$ cat config.mk
export PLATFORM = sky130hd
export DESIGN_NAME = sesr_status_reg
export DESIGN_NICKNAME = d
export VERILOG_FILES = /design/src/hw/sesr_pkg.sv /design/src/hw/sesr_status_reg.sv /design/src/hw/sesr_cts_latch.sv
export SDC_FILE = /design/constraint.sdc
export NUM_CORES = 1
export LEC_CHECK = 0
export ABC_AREA = 1
export BUFFER_PORTS_ARGS = -buffer_cell sky130_fd_sc_hd__buf_2
export CAP_MARGIN = 20
export CELL_PAD_IN_SITES_DETAIL_PLACEMENT = 1
export CELL_PAD_IN_SITES_GLOBAL_PLACEMENT = 2
export CORE_AREA = 2 2 87 105
export CTS_BUF_LIST = sky130_fd_sc_hd__clkbuf_8
export DETAILED_ROUTE_END_ITERATION = 16
export DIE_AREA = 0 0 89 107
export GPL_ROUTABILITY_DRIVEN = 0
export GPL_TIMING_DRIVEN = 1
export PLACE_DENSITY = 0.88
export REMOVE_ABC_BUFFERS = 1
export SYNTH_ARGS = -nofsm -noshare
export SYNTH_HDL_FRONTEND = slang
export SYNTH_SLANG_ARGS = --single-unit
$ cat constraint.sdc
create_clock -name hclk -period 1.9 [get_ports hclk]
set_input_delay 0.38 -clock hclk [delete_from_list [all_inputs] [get_ports hclk]]
set_output_delay 0.38 -clock hclk [all_outputs]
set_load 0.01 [all_outputs]
$ cat src/hw/sesr_pkg.sv
// constants for the serial external/status read register bank
// assumes a 32-bit AHB-Lite register bus and one system clock
package sesr_pkg;
   // register byte offsets
   localparam logic [7:0] OFF_STATUS = 8'h00;
   localparam logic [7:0] OFF_ENABLE = 8'h04;
   localparam logic [7:0] OFF_COMMAND = 8'h08;
   localparam logic [7:0] OFF_CONTROL = 8'h0C;
   localparam logic [7:0] OFF_PENDING = 8'h10;
   // status bit positions
   localparam int ST_BRK = 7;
   localparam int ST_UND = 6;
   localparam int ST_CTS = 5;
   localparam int ST_SYNC = 4;
   localparam int ST_DCD = 3;
   localparam int ST_TXE = 2;
   localparam int ST_ZC = 1;
   localparam int ST_RXA = 0;
   // enable register bit positions and reset
   localparam int EN_BRK = 7;
   localparam int EN_UND = 6;
   localparam int EN_CTS = 5;
   localparam int EN_SYNC = 4;
   localparam int EN_DCD = 3;
   localparam int EN_ZC = 1;
   localparam logic [7:0] ENABLE_RST = 8'hF8;
   // command field and codes
   localparam int CMD_LSB = 3;
   localparam logic [2:0] CMD_NULL = 3'h0;
   localparam logic [2:0] CMD_SEND_ABORT = 3'h1;
   localparam logic [2:0] CMD_RESET_EXT = 3'h2;
   localparam logic [2:0] CMD_CLR_UNDERRUN = 3'h3;
   // control register
   localparam int CTL_ASYNC = 0;
   localparam int CTL_TXEN = 1;
   localparam logic [1:0] CONTROL_RST = 2'h0;
   // status flop reset values, then AHB-Lite encodings and the bus phase type
   localparam logic STATUS_TXE_RST = 1'b1;
   localparam logic STATUS_UND_RST = 1'b1;
   localparam logic [1:0] HTRANS_NONSEQ = 2'h2;
   localparam logic [2:0] HSIZE_WORD = 3'h2;
   typedef enum logic {PH_IDLE, PH_WRITE} sesr_phase_e;
endpackage

$ cat src/hw/sesr_status_reg.sv
// external/status read register bank with AHB-Lite slave
// assumes receiver and transmitter status inputs synchronous to hclk
`timescale 1ns/1ns
`default_nettype none
module sesr_status_reg (
   input wire logic hclk,
   input wire logic hresetn,
   input wire logic hsel,
   input wire logic [31:0] haddr,
   input wire logic [1:0] htrans,
   input wire logic hwrite,
   input wire logic [2:0] hsize,
   input wire logic [31:0] hwdata,
   input wire logic hready,
   output logic [31:0] hrdata,
   output logic hreadyout,
   output logic hresp,
   input wire logic rx_abort_seq,
   input wire logic rx_break_seq,
   input wire logic rx_char_avail,
   input wire logic zero_count,
   input wire logic tx_buf_empty,
   input wire logic sync_hunt,
   input wire logic dcd_level,
   input wire logic cts_level,
   input wire logic tx_underrun,
   output logic ext_status_irq,
   output logic rx_null_push
);
   typedef struct packed {
      sesr_pkg::sesr_phase_e phase;
      logic [7:0] wr_addr;
      logic [31:0] rdata;
      logic [7:0] en;
      logic [1:0] ctl;
      logic ip;
      logic brk;
      logic und;
      logic sync;
      logic dcd;
      logic txe;
      logic zc;
      logic rxa;
      logic null_push;
   } sesr_state_s;
   sesr_state_s s_ff, nxt_s;
   logic cts_bit;
   logic cts_raise;
   logic take;
   logic wr_now;
   logic [2:0] cmd;
   logic async_mode;
   logic brk_seq;
   logic other_raise;
   logic [7:0] status_v;

   function automatic logic hit(input logic [7:0] a, input logic [7:0] off);
      hit = a == off;
   endfunction

   sesr_cts_latch u_cts (
      .hclk(hclk),
      .hresetn(hresetn),
      .cts_level(cts_level),
      .enable(s_ff.en[sesr_pkg::EN_CTS]),
      .pending(s_ff.ip),
      .clear_evt(cmd == sesr_pkg::CMD_RESET_EXT),
      .snap(other_raise),
      .cts_bit(cts_bit),
      .raise(cts_raise)
   );

   assign status_v = {s_ff.brk, s_ff.und, cts_bit, s_ff.sync,
                      s_ff.dcd, s_ff.txe, s_ff.zc, s_ff.rxa};
   assign take = hsel && hready && htrans == sesr_pkg::HTRANS_NONSEQ
                 && hsize == sesr_pkg::HSIZE_WORD;
   assign wr_now = s_ff.phase == sesr_pkg::PH_WRITE;
   assign cmd = (wr_now && hit(s_ff.wr_addr, sesr_pkg::OFF_COMMAND))
                ? hwdata[sesr_pkg::CMD_LSB +: 3] : sesr_pkg::CMD_NULL;
   assign async_mode = s_ff.ctl[sesr_pkg::CTL_ASYNC];
   // receiver status selected by framing mode
   assign brk_seq = async_mode ? rx_break_seq : rx_abort_seq;

   always_comb begin
      logic brk_raise;
      logic und_raise;
      logic misc_raise;
      brk_raise = 1'b0;
      und_raise = 1'b0;
      misc_raise = 1'b0;
      nxt_s = s_ff;
      nxt_s.null_push = 1'b0;
      nxt_s.phase = sesr_pkg::PH_IDLE;
      // bus: the read word is caught at the address phase so it stays put
      if (take) begin
         if (hwrite) begin
            nxt_s.phase = sesr_pkg::PH_WRITE;
            nxt_s.wr_addr = haddr[7:0];
         end else if (hit(haddr[7:0], sesr_pkg::OFF_STATUS)) begin
            nxt_s.rdata = {24'h000000, status_v};
         end else if (hit(haddr[7:0], sesr_pkg::OFF_ENABLE)) begin
            nxt_s.rdata = {24'h000000, s_ff.en};
         end else if (hit(haddr[7:0], sesr_pkg::OFF_CONTROL)) begin
            nxt_s.rdata = {30'h0, s_ff.ctl};
         end else if (hit(haddr[7:0], sesr_pkg::OFF_PENDING)) begin
            nxt_s.rdata = {31'h0, s_ff.ip};
         end else begin
            nxt_s.rdata = 32'h00000000;
         end
      end
      if (wr_now && hit(s_ff.wr_addr, sesr_pkg::OFF_ENABLE)) begin
         nxt_s.en = hwdata[7:0];
      end
      if (wr_now && hit(s_ff.wr_addr, sesr_pkg::OFF_CONTROL)) begin
         nxt_s.ctl = hwdata[1:0];
      end
      // break/abort follows the line sequence with no command needed
      nxt_s.brk = brk_seq;
      if (s_ff.brk != nxt_s.brk && s_ff.en[sesr_pkg::EN_BRK]) begin
         brk_raise = 1'b1;
      end
      if (async_mode && s_ff.brk && !nxt_s.brk) begin
         nxt_s.null_push = 1'b1;
      end
      // underrun latch: a set in the same cycle as the clear wins
      if (cmd == sesr_pkg::CMD_CLR_UNDERRUN) begin
         nxt_s.und = 1'b0;
      end
      if (tx_underrun || cmd == sesr_pkg::CMD_SEND_ABORT
          || !s_ff.ctl[sesr_pkg::CTL_TXEN]) begin
         nxt_s.und = 1'b1;
      end
      if (!s_ff.und && nxt_s.und && s_ff.en[sesr_pkg::EN_UND]) begin
         und_raise = 1'b1;
      end
      nxt_s.sync = sync_hunt;
      nxt_s.dcd = dcd_level;
      nxt_s.txe = tx_buf_empty;
      nxt_s.zc = zero_count;
      nxt_s.rxa = rx_char_avail;
      if ((s_ff.sync != sync_hunt && s_ff.en[sesr_pkg::EN_SYNC])
          || (s_ff.dcd != dcd_level && s_ff.en[sesr_pkg::EN_DCD])
          || (zero_count && !s_ff.zc && s_ff.en[sesr_pkg::EN_ZC])) begin
         misc_raise = 1'b1;
      end
      other_raise = brk_raise || und_raise || misc_raise;
      // pending flag: a new event beats the reset command
      if (cmd == sesr_pkg::CMD_RESET_EXT) begin
         nxt_s.ip = 1'b0;
      end
      if (other_raise || cts_raise) begin
         nxt_s.ip = 1'b1;
      end
   end

   always_ff @(posedge hclk or negedge hresetn) begin
      if (!hresetn) begin
         s_ff <= '0;
         s_ff.en <= sesr_pkg::ENABLE_RST;
         s_ff.ctl <= sesr_pkg::CONTROL_RST;
         s_ff.und <= sesr_pkg::STATUS_UND_RST;
         s_ff.txe <= sesr_pkg::STATUS_TXE_RST;
      end else begin
         s_ff <= nxt_s;
      end
   end

   assign hrdata = s_ff.rdata;
   assign hreadyout = 1'b1;
   assign hresp = 1'b0;
   assign ext_status_irq = s_ff.ip;
   assign rx_null_push = s_ff.null_push;
endmodule
`default_nettype wire

$ cat src/hw/sesr_cts_latch.sv
// clear-to-send latch with odd-transition tracking while an interrupt pends
// assumes cts_level already synchronous to hclk
`timescale 1ns/1ns
`default_nettype none
module sesr_cts_latch (
   input wire logic hclk,
   input wire logic hresetn,
   input wire logic cts_level,
   input wire logic enable,
   input wire logic pending,
   input wire logic clear_evt,
   input wire logic snap,
   output logic cts_bit,
   output logic raise
);
   typedef struct packed {
      logic latch;
      logic last_pin;
      logic odd;
      logic raise;
   } sesr_cts_s;
   sesr_cts_s s_ff, nxt_s;
   logic pin_chg;
   logic odd_now;

   always_comb begin
      nxt_s = s_ff;
      nxt_s.raise = 1'b0;
      nxt_s.last_pin = cts_level;
      pin_chg = cts_level != s_ff.last_pin;
      odd_now = s_ff.odd ^ pin_chg;
      if (!enable) begin
         nxt_s.latch = cts_level;
         nxt_s.odd = 1'b0;
      end else if (!pending) begin
         nxt_s.odd = 1'b0;
         if (pin_chg || snap) begin
            nxt_s.latch = cts_level;
            nxt_s.raise = pin_chg;
         end
      end else begin
         nxt_s.odd = odd_now;
         // an even count leaves the pin where it was latched, so nothing new to report
         if (clear_evt) begin
            nxt_s.odd = 1'b0;
            nxt_s.latch = cts_level;
            nxt_s.raise = odd_now;
         end else if (snap) begin
            nxt_s.latch = cts_level;
         end
      end
   end

   always_ff @(posedge hclk or negedge hresetn) begin
      if (!hresetn) begin
         s_ff <= '0;
      end else begin
         s_ff <= nxt_s;
      end
   end

   assign cts_bit = s_ff.latch;
   assign raise = s_ff.raise;
endmodule
`default_nettype wire

==> results.json <==
{
  "period_minus_slack_ns": 1.41,
  "pwr-share-comb": 0.109,
  "rr_endpoint": "s_ff[13]$_DFFE_PN0P_",
  "cap_violations": 0,
  "pwr-share-seq": 0.538,
  "io_buffers": 44,
  "worst-setup-path-type": "flop to flop",
  "wl_um": 4740,
  "timing.hold.ws_ns": 0.129,
  "drt_iter0_markers": 28,
  "cts_tree": "built",
  "drc_errors": 0,
  "grt_pass1_wl_um": 7850,
  "finalSetupViolations": 0,
  "grt-ovfl-total": 0,
  "leakage_nw": 1.35,
  "status": "completed",
  "timing.rr.start": "s_ff[55]$_DFFE_PN0P_",
  "rsz0062_at_grt": "no",
  "p_sw_w": 0.000444,
  "vdd_drop_max_uv": 278,
  "power.density_nw_per_um2": 695,
  "mostFrequentLayoutCell": "nand2_1",
  "vias": 1629,
  "hold_violations": 0,
  "ctsHoldBuffers": 0,
  "relSlewSlack": 0.655,
  "p_int_w": 0.00125,
  "cp-end-kind": "flop",
  "postSynthRegisterBits": 40,
  "dieWidth_um": 89,
  "finalPower_w": 0.00169,
  "yosysWarningCount": 0,
  "synth.area.top_cells": "dfrtp_1 (38%), nand2_1 (14%), buf_4 (12%), dfstp_2 (8.6%), o21ai_0 (4.2%)",
  "cp.required_ns": 2.08,
  "fin_nets": 382,
  "arrival_ns": 1.59,
  "fmax_mhz": 708,
  "via_per_inst": 3.91,
  "cts_root_buf": "clkbuf_8",
  "swShare": 0.263,
  "cts_setup_buffers": 0,
  "fin_ws_ns": 0.487,
  "critical_path_peak_fanout": 12,
  "antennaDiodeCount": 0,
  "clk-insertion-delay-late_ns": 0.29,
  "critPathLaunch": "s_ff[55]$_DFFE_PN0P_",
  "coreArea_um2": 8520,
  "period_share": 0.744,
  "die_area_um2": 9520,
  "critPathLaunchType": "flop",
  "final_cell_mix": "nand2_1 (80), buf_2 (44), dfrtp_1 (33), conb_1 (26), inv_1 (24)",
  "r2r_cells": 5,
  "antenna_found_initial": 0,
  "postCtsResizedCells": 0,
  "worstMarginPinSlew_ns": 0.518,
  "dp_cells": 409,
  "routedWlPerCell_um": 11.4,
  "crit_end": "s_ff[13]$_DFFE_PN0P_",
  "track_usage": 0.108,
  "io_pins": 119,
  "synth_top_area_frac": 0.384,
  "report.final.slew_viol_count": 0,
  "drive_gt1_frac": 0.250,
  "pre_cts_ws_ns": 0.276,
  "start_util": 0.252,
  "synth.yosys.seq_area_share": 0.469,
  "synth_top_area_cell": "dfrtp_1",
  "grt_pass1_vias": 1659,
  "synthDistinctLibCells": 29,
  "tns_ns": 0,
  "clockBufferDepth": 2,
  "ff2ff_setup_slack_ns": 0.49,
  "synthCells": 259,
  "synth.avg_cell_area_um2": 8.30,
  "numCtsBuffers": 5,
  "drtAntennaViolNets": 0,
  "rows": 37,
  "clock_skew_ns": 0.00882,
  "pwr-share-clk": 0.354,
  "final_cells": 417,
  "die-height_um": 107,
  "cts.sinks": 40,
  "dp_hpwl_um": 3770,
  "grt_start_max_net_pins": 41,
  "hp-class": "input port to async pin",
  "cts_max_level": 2,
  "area_delta_synth_final_pct": 13.0,
  "synth_area_um2": 2150,
  "drt-pass1-iter-count": 4,
  "path_clk_slew_ns": 0.08
}
==> metal layers <==
metal | part of all wire | global-route usage
met3 | 0.053 | 0.0293
met1 | 0.41 | 0.128
met4 | 0.015 | 0.0320
met2 | 0.52 | 0.187
met5 | 0 | 0
==> through the flow <==
stage | instance area (um^2) | util
final | 2430 | 0.285
after global routing | 2430 | 0.285
after CTS | 2430 | 0.285
after detailed placement | 2340 | 0.274
after global placement | 2340 | 0.274
after floorplan | 1960 | -
==> registers in the layout, summed over array words and instances, names as in the netlist <==
| signal | count |
|---|---|
| ext_status_irq | 1 |
| async_mode | 1 |
| s_ff | 24 |
| hrdata | 8 |
| u_cts.s_ff | 2 |
| u_cts.raise | 1 |
| wr_now | 1 |
| rx_null_push | 1 |
| u_cts.cts_bit | 1 |
==> critical path: stages, from the launching register on <==
cell and delay, ns:
dfrtp_1 0.39, nor2_1 0.11, nand2_1 0.08, inv_1 0.09
nand3_2 0.24, mux2_1 0.39
==> power by group through the flow <==
stage               registers (W)  clock network, W  logic, W
floorplan                0.000921                 0  0.000103
global placement         0.000923                 0  0.000182
detailed placement       0.000925                 0  0.000188
CTS                      0.000909          0.000627  0.000189
global route             0.000913          0.000650  0.000214
finish                   0.000909          0.000598  0.000183
==> cell type report <==
cell class,instances,area (um^2)
repair buffers,45,228
well taps,117,146
clock inverters,2,10.0
fillers,1105,6090
multi-input cells,180,852
inverters,27,101
flip-flops and latches,40,1010
clock buffers,6,82.6
==> synthesized netlist by cell type <==
cell type / count
a21oi_1: 1
a31oi_1: 1
buf_4: 34
buf_6: 2
conb_1: 2
dfrtp_1: 33
dfstp_2: 7
inv_1: 24
inv_2: 3
mux2_1: 1
mux2_2: 3
nand2_1: 80
nand2_4: 1
nand3_1: 14
nand3_2: 1
nand4_1: 2
nor2_1: 18
nor2_2: 1
nor2_4: 2
nor3_1: 2
nor3_4: 1
nor3b_1: 1
nor4b_4: 1
o21ai_0: 18
o21ai_2: 1
o32ai_1: 1
or2_2: 1
xnor2_1: 2
xor2_1: 1
==> worst min-delay path by stage <==
stage	startpoint	endpoint	slack, ns	depth (start not counted)
3_5_place_dp	hrdata[3]$_DFFE_PN0P_	hrdata[3]$_DFFE_PN0P_	0.45	2
5_1_grt	tx_buf_empty	s_ff[3]$_DFF_PN1_	0.17	1
3_3_place_gp	u_cts.raise$_DFF_PN0_	ext_status_irq$_DFFE_PN0P_	0.44	2
2_1_floorplan	hresetn	async_mode$_DFFE_PN0P_	0.08	0
6_report	hresetn	hrdata[1]$_DFFE_PN0P_	0.13	2
4_1_cts	hresetn	s_ff[11]$_DFFE_PN0P_	0.16	2
==> cell families (layout without fill, tap and decap cells) <==
| kind of cell | after synthesis | in the layout | synth area share |
|---|---|---|---|
| other cells | 2 | 26 | 0.00349 |
| simple gates | 125 | 125 | 0.262 |
| xor+xnor | 3 | 3 | 0.0122 |
| compound gates | 22 | 22 | 0.0553 |
| buf+inv | 63 | 80 | 0.176 |
| flops | 40 | 40 | 0.469 |
| mux | 4 | 4 | 0.0209 |
No activity file was read; power rests on OpenSTA's default activity.
